File: src/hw/clk_div_pkg.sv
// Purpose: shared constants and carriers for the odd-ratio clock divider
// Assumes: the divided input clock arrives as a sampled level pair
// Notes: half-cycle counts index the input clock edges within one output period
`default_nettype none
package clk_div_pkg;
	localparam int CNT_W = 4;
	localparam logic [3:0] RATIO_LO = 4'h3; // selected when the select pin is low
	localparam logic [3:0] RATIO_HI = 4'h5; // selected when high or left open
	localparam logic [3:0] CNT_IDLE = 4'hF; // index before the first rising edge
	localparam logic [3:0] CNT_ZERO = 4'h0;
	localparam logic [3:0] CNT_ONE = 4'h1;

	typedef struct packed {
		logic p;
		logic n;
	} diff_pair_t;

	typedef enum logic [4:0] {
		GATE_OFF = 5'b0_0001,
		GATE_WAIT_RISE = 5'b0_0010,
		GATE_WAIT_FALL = 5'b0_0100,
		GATE_ON = 5'b0_1000,
		GATE_DRAIN = 5'b1_0000
	} gate_state_t;
endpackage
`default_nettype wire

File: src/hw/half_edge_phase.sv
// Purpose: counts both edges of the sampled input clock within one output period
// Assumes: in_level is synchronous to clk and holds each half cycle for at least one clk
// Notes: a rising edge at the end of a period realigns the count to zero
`timescale 1ns/10ps
`default_nettype none
module half_edge_phase #(
	parameter int CNT_W = clk_div_pkg::CNT_W
) (
	input wire logic clk,
	input wire logic sys_rst,
	input wire logic clear,
	input wire logic in_level,
	input wire logic [3:0] ratio,
	output logic rise_ev,
	output logic fall_ev,
	output logic [CNT_W-1:0] cnt,
	output logic [CNT_W-1:0] next_cnt
);
	logic prev_level;
	logic [CNT_W-1:0] last_idx;

	////////////////////////////////////////////////////////////////////////
	always_comb begin
		rise_ev = in_level & ~prev_level;
		fall_ev = ~in_level & prev_level;
		last_idx = CNT_W'({ratio, 1'b0} - 5'd1);
		next_cnt = cnt;
		// both edges advance the count, so odd ratios split at a half cycle
		if (rise_ev) begin // RL5
			if (cnt >= last_idx - CNT_W'(1))
				next_cnt = CNT_W'(clk_div_pkg::CNT_ZERO);
			else
				next_cnt = cnt + CNT_W'(clk_div_pkg::CNT_ONE);
		end else if (fall_ev && cnt < last_idx) begin // RL5
			next_cnt = cnt + CNT_W'(clk_div_pkg::CNT_ONE);
		end
		if (clear)
			next_cnt = CNT_W'(clk_div_pkg::CNT_IDLE);
	end

	always_ff @(posedge clk) begin
		if (sys_rst) begin
			prev_level <= 1'b0;
			cnt <= CNT_W'(clk_div_pkg::CNT_IDLE);
		end else begin
			prev_level <= in_level;
			cnt <= next_cnt;
		end
	end
endmodule // half_edge_phase
`default_nettype wire

File: src/hw/odd_clock_divider.sv
// Purpose: divide the sampled input clock by three or five with a glitch-free enable
// Assumes: all pins sampled on clk; an undriven enable or select pin is flagged by its *_open input
// Notes: output pulses only ever start at period start and run full width unless master reset cuts them or the ratio changes mid-pulse
// Summary of operation
// [RL1] enable gates the divided output synchronously: high passes it, low stops it
// [RL2] on enable rising, output resumes after one input rising then one falling edge
// [RL3] on enable falling, stop after an input rising edge and an output falling edge
// [RL4] a started output pulse always completes full width before the output rests
// [RL5] both input clock edges drive the output waveform
// [RL6] divide by three: output falls on the second input cycle's falling edge
// [RL7] divide by five: output falls on the third input cycle's falling edge
// [RL8] an undriven enable reads as high
// [RL9] select low divides by three, select high divides by five
// [RL10] an undriven select reads as high, giving divide by five
// [RL11] master reset low forces true low, complement high; disabled output rests the same
`timescale 1ns/10ps
`default_nettype none
module odd_clock_divider #(
	parameter int CNT_W = clk_div_pkg::CNT_W
) (
	input wire logic clk,
	input wire logic sys_rst,
	input wire clk_div_pkg::diff_pair_t in_clk,
	input wire logic en,
	input wire logic en_open,
	input wire logic div_sel,
	input wire logic div_sel_open,
	input wire logic master_reset_n,
	output clk_div_pkg::diff_pair_t out_clk
);
	logic en_eff;
	logic ratio_hi;
	logic [3:0] ratio;
	logic in_level;
	logic rise_ev;
	logic fall_ev;
	logic [CNT_W-1:0] cnt;
	logic [CNT_W-1:0] next_cnt;
	logic q;
	logic next_q;
	logic high_next;
	logic start_next;
	clk_div_pkg::gate_state_t state;
	clk_div_pkg::gate_state_t next_state;

	////////////////////////////////////////////////////////////////////////
	// pin decode; pull-ups modelled by the open flags
	always_comb begin
		en_eff = en | en_open; // RL8
		ratio_hi = div_sel | div_sel_open; // RL10
		ratio = ratio_hi ? clk_div_pkg::RATIO_HI : clk_div_pkg::RATIO_LO; // RL9
		// a pair that is not clearly high reads low, so a stuck pair idles the divider
		in_level = in_clk.p & ~in_clk.n;
	end

	half_edge_phase #(.CNT_W(CNT_W)) u_phase (
		.clk(clk),
		.sys_rst(sys_rst),
		.clear(~master_reset_n),
		.in_level(in_level),
		.ratio(ratio),
		.rise_ev(rise_ev),
		.fall_ev(fall_ev),
		.cnt(cnt),
		.next_cnt(next_cnt)
	);

	////////////////////////////////////////////////////////////////////////
	// enable gate
	always_comb begin
		next_state = state;
		case (state)
			clk_div_pkg::GATE_OFF: begin
				if (en_eff)
					next_state = clk_div_pkg::GATE_WAIT_RISE;
			end
			clk_div_pkg::GATE_WAIT_RISE: begin
				if (!en_eff)
					next_state = clk_div_pkg::GATE_OFF;
				else if (rise_ev)
					next_state = clk_div_pkg::GATE_WAIT_FALL; // RL2
			end
			clk_div_pkg::GATE_WAIT_FALL: begin
				if (!en_eff)
					next_state = clk_div_pkg::GATE_OFF;
				else if (fall_ev)
					next_state = clk_div_pkg::GATE_ON; // RL2
			end
			clk_div_pkg::GATE_ON: begin
				if (!en_eff && rise_ev)
					next_state = clk_div_pkg::GATE_DRAIN; // RL3
			end
			clk_div_pkg::GATE_DRAIN: begin
				// wait for the output falling edge, never cut the pulse
				// reads high_next, not next_q, so gate and output logic form no loop
				if (!(q && high_next))
					next_state = clk_div_pkg::GATE_OFF; // RL3 RL4
			end
			default: next_state = clk_div_pkg::GATE_OFF;
		endcase
		if (!master_reset_n)
			next_state = clk_div_pkg::GATE_OFF; // RL11
	end

	////////////////////////////////////////////////////////////////////////
	// output shaping: a pulse starts only at index zero and holds for ratio half cycles
	always_comb begin
		high_next = next_cnt < CNT_W'(ratio); // RL6 RL7
		start_next = rise_ev && next_cnt == CNT_W'(clk_div_pkg::CNT_ZERO);
		next_q = high_next & (q | (start_next & next_state == clk_div_pkg::GATE_ON)); // RL1 RL4
		if (!master_reset_n)
			next_q = 1'b0; // RL11
	end

	always_ff @(posedge clk) begin
		if (sys_rst) begin
			state <= clk_div_pkg::GATE_OFF;
			q <= 1'b0;
		end else begin
			state <= next_state;
			q <= next_q;
		end
	end

	assign out_clk.p = q;
	assign out_clk.n = ~q; // RL11
endmodule // odd_clock_divider
`default_nettype wire

File: config.mk
export PLATFORM = sky130hd
export DESIGN_NAME = odd_clock_divider
export DESIGN_NICKNAME = d
export VERILOG_FILES = /design/src/hw/clk_div_pkg.sv /design/src/hw/half_edge_phase.sv /design/src/hw/odd_clock_divider.sv
export SDC_FILE = /design/constraint.sdc
export NUM_CORES = 1
export LEC_CHECK = 0
export ABC_AREA = 0
export BUFFER_PORTS_ARGS = -buffer_cell sky130_fd_sc_hd__buf_2
export CORE_MARGIN = 2
export CORE_UTILIZATION = 60
export CTS_CLUSTER_SIZE = 28
export DETAILED_ROUTE_END_ITERATION = 8
export GPL_TIMING_DRIVEN = 0
export PLACE_DENSITY_LB_ADDON = 0.15
export SLEW_MARGIN = 20
export SYNTH_ARGS = -nofsm -noshare
export SYNTH_HDL_FRONTEND = slang
export SYNTH_SLANG_ARGS = --single-unit
File: constraint.sdc
create_clock -name clk -period 5.2 [get_ports clk]
set_input_delay 0.78 -clock clk [delete_from_list [all_inputs] [get_ports clk]]
set_output_delay 0.78 -clock clk [all_outputs]
set_load 0.05 [all_outputs]
* After elaboration in Yosys (flattened, before gate mapping)
Cells that the tools add are included.
Word-level totals: register bits 11, input bits 9
Operators by class: add/sub/neg operators 3, order comparisons 3, eq/ne operators 6, multiplexer cells 14, bitwise operators 13, reductions and logical operators 7
Operators by type and width (count):
- 5-bit 2-to-1 mux | 8
- 5-bit case mux with 5 select lines | 1
- 4-bit 2-to-1 mux | 4
- 5-bit by 4-bit == test with 1-bit output, second input constant | 2
- 4-bit by 1-bit subtractor with 4-bit output, second input constant | 2
- 1-bit AND | 5
- 5-bit by 1-bit == test with 1-bit output, second input constant | 1
- 5-bit by 2-bit == test with 1-bit output, second input constant | 1
- 5-bit by 3-bit == test with 1-bit output, second input constant | 1
- 5-bit == test, second input constant | 1
- 1-bit NOT | 5
- 4-bit by 1-bit adder with 4-bit output, second input constant | 1
- 4-bit greater-or-equal comparator | 1
- 1-bit logical AND | 4
- 4-bit zero test | 1
- 4-bit by 3-bit less-than comparator with 1-bit output | 1
- 4-bit less-than comparator | 1
- 3-bit 2-to-1 mux | 1
- 1-bit OR | 3
- 2-bit OR reduction | 1
- 1-bit zero test | 1

* Logic depth before layout (Yosys ltp)
Gate-level depths: netlist (run 1).
depth in word-level cells 17, mapped depth 15

* Modules after synthesis
Synthesis (run 1) repeated with hierarchy kept, for this count alone.
Second synthesis, totals: cell total of the unflattened synthesis 133, area total of the unflattened synthesis 1028.5 um2
By module, submodules not included:
- odd_clock_divider | times used 1, cells an instance 77, area an instance 561.8 um2
- half_edge_phase | times used 1, cells an instance 56, area an instance 466.7 um2

* Least setup slack after synthesis (run 1)
OpenSTA, ideal clock, no wires.
path kind in2reg, from in div_sel_open, to reg state[0], library setup time 0.136 ns, arrival time 3.296 ns, data required time 5.064 ns, setup slack 1.768 ns, stages 14, path through or2_2 -> ha_1 -> nor2b_1 -> o21ai_0 -> a21o_2 -> o22a_1 -> nand2_1 -> ha_1 -> nor3b_1 -> o31ai_1 -> a21oi_1 -> a211oi_1 -> o41ai_1 -> o211ai_1
On the way: word-level cells in the longest chain between the ends 13, elaborated cells on any way between the ends 16, those cells by class 2 x add/sub; 3 x order compare; 8 x mux; 1 x bitwise; 2 x reduce/logical
RTL lines:
- start: declaration | line odd_clock_divider.sv:27 | input wire logic div_sel_open,
- 1-bit OR * | line odd_clock_divider.sv:50 | ratio_hi = div_sel | div_sel_open;
- 3-bit 2-to-1 mux * | line odd_clock_divider.sv:51 | ratio = ratio_hi ? clk_div_pkg::RATIO_HI : clk_div_pkg::RATIO_LO;
- 4-bit by 1-bit subtractor with 4-bit output * | line half_edge_phase.sv:26 | last_idx = CNT_W'({ratio, 1'b0} - 5'd1);
- 4-bit by 1-bit subtractor with 4-bit output / 4-bit less-than comparator (equally long branches) | line half_edge_phase.sv:30, half_edge_phase.sv:34
- 4-bit greater-or-equal comparator / 1-bit logical AND (equally long branches) | line half_edge_phase.sv:30, half_edge_phase.sv:34
- 4-bit 2-to-1 mux, on equally long branches | line half_edge_phase.sv:30, half_edge_phase.sv:34
- 4-bit 2-to-1 mux * | line half_edge_phase.sv:29 | if (rise_ev) begin
- 4-bit 2-to-1 mux * | line half_edge_phase.sv:37 | if (clear)
- net next_cnt[1] | line odd_clock_divider.sv:38 | logic [CNT_W-1:0] next_cnt;
- 4-bit by 3-bit less-than comparator with 1-bit output * | line odd_clock_divider.sv:108 | high_next = next_cnt < CNT_W'(ratio);
- 1-bit logical AND * | line odd_clock_divider.sv:96 | if (!(q && high_next))
- 5-bit 2-to-1 mux * | line odd_clock_divider.sv:96
- 5-bit case mux with 5 select lines * | line odd_clock_divider.sv:72 | case (state)
- 5-bit 2-to-1 mux * | line odd_clock_divider.sv:101 | if (!master_reset_n)
- end signal: assignment | line odd_clock_divider.sv:117 | state <= clk_div_pkg::GATE_OFF;
- end signal: assignment | line odd_clock_divider.sv:120 | state <= next_state;
- end: declaration | line odd_clock_divider.sv:43 | clk_div_pkg::gate_state_t state;
Mark *: on every way through the listed nets, which the timed path passes. The rest lies on a longest branch. A chain may end at the register's enable or synchronous reset.

* Final worst setup path (run 1)
Ends and elaborated chain as after synthesis.

==> results of run 1 <==
metrics by stage:
stage,worst slack [ps],instance area (µm²),std cells
3_5_place_dp,1210,942,131
5_1_grt,1220,968,135
4_1_cts,1510,968,135
2_1_floorplan,1770,873,106
3_3_place_gp,1330,942,131
6_report,1480,968,135
synthesized netlist by cell type, types with 2 or more instances:
cell type / n
a211oi_1: 2
a21oi_1: 5
a31oi_1: 2
and2b_2: 2
and3_1: 2
dfxtp_1: 11
ha_1: 6
inv_1: 5
mux2_2: 2
nand2_1: 11
nand2b_1: 3
nor2_1: 7
nor2b_1: 3
nor3_1: 2
nor3b_1: 4
nor4_1: 2
o21a_1: 2
o21ai_0: 5
o31ai_1: 4
o41ai_1: 2
or2_2: 3
xnor2_1: 2
layer usage:
| metal | wire length [µm] | up-vias |
|---|---|---|
| li1 | - | 428 |
| met1 | 912 | 384 |
| met2 | 838 | 21 |
| met3 | 89 | 4 |
| met4 | 23 | 0 |
| met5 | 0 | - |
kinds of logic (layout without fill, tap and decap cells):
group / after synthesis / in the layout / synth area share [%]
fa+ha+maj: 6 / 6 / 8.60
flops: 11 / 11 / 25.2
xor+xnor: 2 / 2 / 2.01
mux: 2 / 2 / 2.58
compound gates: 31 / 31 / 25.4
buf+inv: 6 / 20 / 3.01
simple gates: 48 / 48 / 33.2
worst min path at each step:
stage,start,end,slack (ps),depth (start not counted)
after global routing,q,q,530,2
after CTS,q,q,510,2
after detailed placement,q,q,510,2
after floorplan,state[2],state[1],470,1
after global placement,q,q,490,2
final,q,q,510,2
registers in the layout (all words and copies together), names as in the netlist:
register            count
state                   5
q                       1
u_phase.prev_level      1
u_phase.cnt             4
tightest hold or removal path: stages, from the launching register on:
cell,delay [ps]
dfxtp_1,320
inv_1,80
a2111oi_2,60
final cells by class:
cell class                      instances  area, µm²  area share [%]
Timing Repair Buffer                   10       50.0            5.17
Clock buffer                            4       26.3            2.71
Sequential cell                        11        220            22.7
Multi-Input combinational cell         89        627            64.7
Buffer                                  1       7.51           0.775
Inverter                                5       18.8            1.94
Tap cell                               15       18.8            1.94
power breakdown:
part	internal [µW]	leakage, µW	total [µW]	switching (µW)
clock	29.7	0.0000150	61.4	31.7
sequential	87.0	0.0000897	91.0	4.06
combinational	23.7	0.000295	51.9	28.2
==> flow_summary.toml, run 1 <==
[route]
vias = 837
drtIter0Drc = 25
routed_wl_um = 1860
first_pass_iters = 4
drt-vias-per-instance = 6.20
drtAntennaViolNets = 0
routedWlPerCell_um = 13.8
drc_errors = 0

[clock_tree]
hold_buffers = 0
ctsResizeCount = 0
h-tree-depth = 1
cts_setup_buffers = 0
worstSkewPairLatency_ps = 280
tritoncts = "built"
ctsRootBufferMaster = "clkbuf_4"
cts_inserted_buffers = 3
path_clk_slew_ps = 80
clock-sinks = 11
cts_max_path_buffers = 2

[timing]
period_share_pct = 71.6
fin_crit_ps = 3720
finClkSkew_ps = 6.31
worst_pin_slew_ps = 573
slew_viol_final = 0
setup_viol = 0
rsz0062_at_grt = "false"
max_clock_freq_mhz = 269
maxSlewHeadroom_pct = 61.6
setup_tns_ps = 0
hold_viol_final = 0
whs_ps = 508

[power_and_ir_drop]
p_leak_uw = 0.000400
p_per_area_mw_per_mm2 = 211
ir_drop_mv = 0.168
total_power_uw = 204

[floorplanning]
fp-row-count = 13
start_util_pct = 65.5
die_h_um = 42.2
coreArea_mm2 = 0.00133
ioPinCount = 11
die_area_mm2 = 0.00178
die_w_um = 42.2

[logic_synthesis]
synth_cells = 106
ys_warn_count = 0
synth_edf_count = 0
ys_seq_elements = 11
synthesis.area_um2 = 873
synth_cell_type_count = 41
syn_area_per_cell_um2 = 8.24
synthTopCellsByArea = "dfxtp_1, ha_1, nand2_1"
seq_area_frac_synth_pct = 25.2
syn-num-nets = 121
synth_top_area_cell = "dfxtp_1"
synth_ff_type = "dfxtp_1"
synth_top_area_share_pct = 25.2
async_flop_share_pct = 0

[global_routing]
grt_max_degree = 10
grt_pass1_vias = 752
grtUsageMet2_pct = 38.1
grt.total_usage_pct = 23.3
grt_pass1_wl_um = 3190
antenna_found_initial = 0
overflow = 0
top_usage_layer = "met2"
grt.met3_usage_pct = 3.88
grt_util_met1_pct = 31.1

[layout]
utilization_pct = 72.6
n_fill_cell = 107
insertedDiodeCount = 0
final_cell_mix = "nand2_1, dfxtp_1, buf_2"
area_growth_pct = 10.9
fin_nets = 136
drive_gt1_share_pct = 24.2

[setup_path]
cp_top_family = "compound AO/OA/AOI/OAI gates"
rr_endpoint = "state[0]"
crit_path_end = "state[0]"
end_kind = "register"
cp-startpoint = "div_sel_open"
crit_fanout = 5
crit_type = "in -> reg"
crit_cells = 15
reg2reg_from = "u_phase.cnt[2]"
cp.buffers_inverters = 1
rrSetupSlack_ps = 2040
cpMostUsedCell = "ha_1"
arrival_ps = 3860
start_kind = "input port"
cpPeakStageDelay_ps = 440
slowest_stage = "o41ai_1"
path_cells = "buf_2 -> or2_2 -> ha_1 -> nor2b_1 -> o21ai_0 -> a21o_2 -> o22a_1 -> nand2_1 -> ha_1 -> nor3b_1 -> o31ai_1 -> a21oi_1 -> a211oi_1 -> o41ai_1 -> o211ai_1"
reg2reg_depth = 13
required_ps = 5340

[placement]
dp_hpwl_um = 1490
port_buffers = 10
globalplace.congestion = 0.890

[min_path]
hp-class = "reg -> reg"

[status]
status = "finished clean"

[flow_run]
maxCapViolCount = 0
Power figures use the tool's default switching activity.
==> run 2, diff against run 1 <==
- CORE_ASPECT_RATIO: not set -> 0.75
- CORE_UTILIZATION: 60 -> 50
- clock period: 5.2 -> 3.35 ns (I/O delays scaled with it)
==> flow_summary.toml, run 2 (synthesis results as in run 1) <==
[clock_tree]
clock-sinks = 11
tritoncts = "built"
ctsResizeCount = 0
h-tree-depth = 1
path_clk_slew_ps = 70
worstSkewPairLatency_ps = 280
ctsRootBufferMaster = "clkbuf_4"
cts_inserted_buffers = 3
cts_setup_buffers = 0
cts_max_path_buffers = 2
hold_buffers = 0

[route]
route.met3.wl_um = 175
drtAntennaViolNets = 0
drt-vias-per-instance = 5.88
first_pass_iters = 4
met2WireLength_um = 824
routedWlPerCell_um = 13.8
routed_wl_um = 1960
drc_errors = 0
vias = 835
wl_met1_um = 952
drtIter0Drc = 31
highest-signal-layer = "met4"

[setup_path]
end_kind = "register"
cpPeakStageDelay_ps = 320
arrival_ps = 3280
cp_top_family = "compound AO/OA/AOI/OAI gates"
required_ps = 3500
start_kind = "input port"
slowest_stage = "o41ai_1"
path_cells = "buf_2 -> or2_2 -> ha_1 -> nor2b_1 -> o21ai_1 -> a21o_2 -> o22a_1 -> nand2_1 -> ha_1 -> nor3b_1 -> o31ai_1 -> a21oi_1 -> a211oi_1 -> o41ai_1 -> o211ai_1"
crit_type = "in -> reg"
cpMostUsedCell = "ha_1"
cp.buffers_inverters = 1
crit_fanout = 5

[global_routing]
grt.total_usage_pct = 21.7
grt_max_degree = 10
overflow = 0
grt_pass1_wl_um = 3150
antenna_found_initial = 0
grt_pass1_vias = 714

[placement]
globalplace.congestion = 0.868
dp_hpwl_um = 1580
dp_cells = 138
port_buffers = 10

[timing]
setup_viol = 0
setup_tns_ps = 0
max_clock_freq_mhz = 319
slew_viol_final = 0
period_share_pct = 93.5
fin_crit_ps = 3130
hold_viol_final = 0
maxSlewHeadroom_pct = 69.4
rsz0062_at_grt = "false"
finClkSkew_ps = 3.97
worst_pin_slew_ps = 456

[power_and_ir_drop]
ir_drop_mv = 0.191
p_leak_uw = 0.000400
p_per_area_mw_per_mm2 = 323

[layout]
area_growth_pct = 11.9
insertedDiodeCount = 0
regMostFlops = "state"
largest_reg_flops = 5
instances_no_fill = 142
final_cell_mix = "nand2_1, dfxtp_1, buf_2"
largestRegisters = "state: 5 flops, u_phase.cnt: 4 flops"
drive_gt1_share_pct = 24.2
fin_nets = 136

[floorplanning]
die_w_um = 52.3
coreArea_mm2 = 0.00169
fp-row-count = 13
start_util_pct = 51.6
die_area_mm2 = 0.00210
die_h_um = 40.2
ioPinCount = 11

[status]
status = "finished clean"

[flow_run]
maxCapViolCount = 0

[min_path]
hp-class = "in -> reg"
-- run 2: path summary, 6_finish.rpt --
| kind | from | end | slack, ps | cells past startpoint |
|---|---|---|---|---|
| max reg2reg | u_phase.cnt[0] | state[0] | 470 | 12 |
| min reg2reg | q | q | 510 | 2 |
| min | sys_rst | u_phase.prev_level | 430 | 2 |
| max | div_sel_open | state[0] | 220 | 15 |
-- run 2: final cells by class --
| type | instances | area (µm²) |
|---|---|---|
| fill | 159 | 714 |
| timing repair buffer | 10 | 50.0 |
| sequential | 11 | 220 |
| tap | 22 | 27.5 |
| multi-input combinational | 89 | 627 |
| buffer | 1 | 7.51 |
| inverter | 5 | 18.8 |
| clock buffer | 4 | 26.3 |
-- run 2: through the flow --
stage	instance area, µm²	hold slack, ps	setup WS, ps	total power, µW	util, %
global route	977	411	37.9	338	57.8
floorplan	873	474	196	204	-
detailed placement	951	510	-208	225	56.2
global placement	951	502	-235	223	56.2
CTS	977	414	83.4	318	57.8
finish	977	428	217	316	57.8
-- run 2: power breakdown --
part / leakage, µW / total [µW] / switching [µW] / internal (µW)
Sequential: 0.0000897 / 142 / 6.65 / 135
Combinational: 0.000295 / 81.9 / 44.7 / 37.1
Clock: 0.0000150 / 91.9 / 45.7 / 46.2
-- run 2: worst reg2reg max path: cells and delay by family, from the launching register on --
family / cells / cell delay (ps)
DFF: 1 / 470
AOI/OAI and AO/OA: 7 / 1320
adders and majority gates: 2 / 510
and+or+nand+nor: 2 / 320
buffers and inverters: 1 / 140
-- run 2: layer usage --
layer  global-route usage, %  up-vias
met5                       0        -
met4                    9.62        0
met3                    8.58        2
met2                    30.7       30
met1                    29.0      377
li1                        -      426
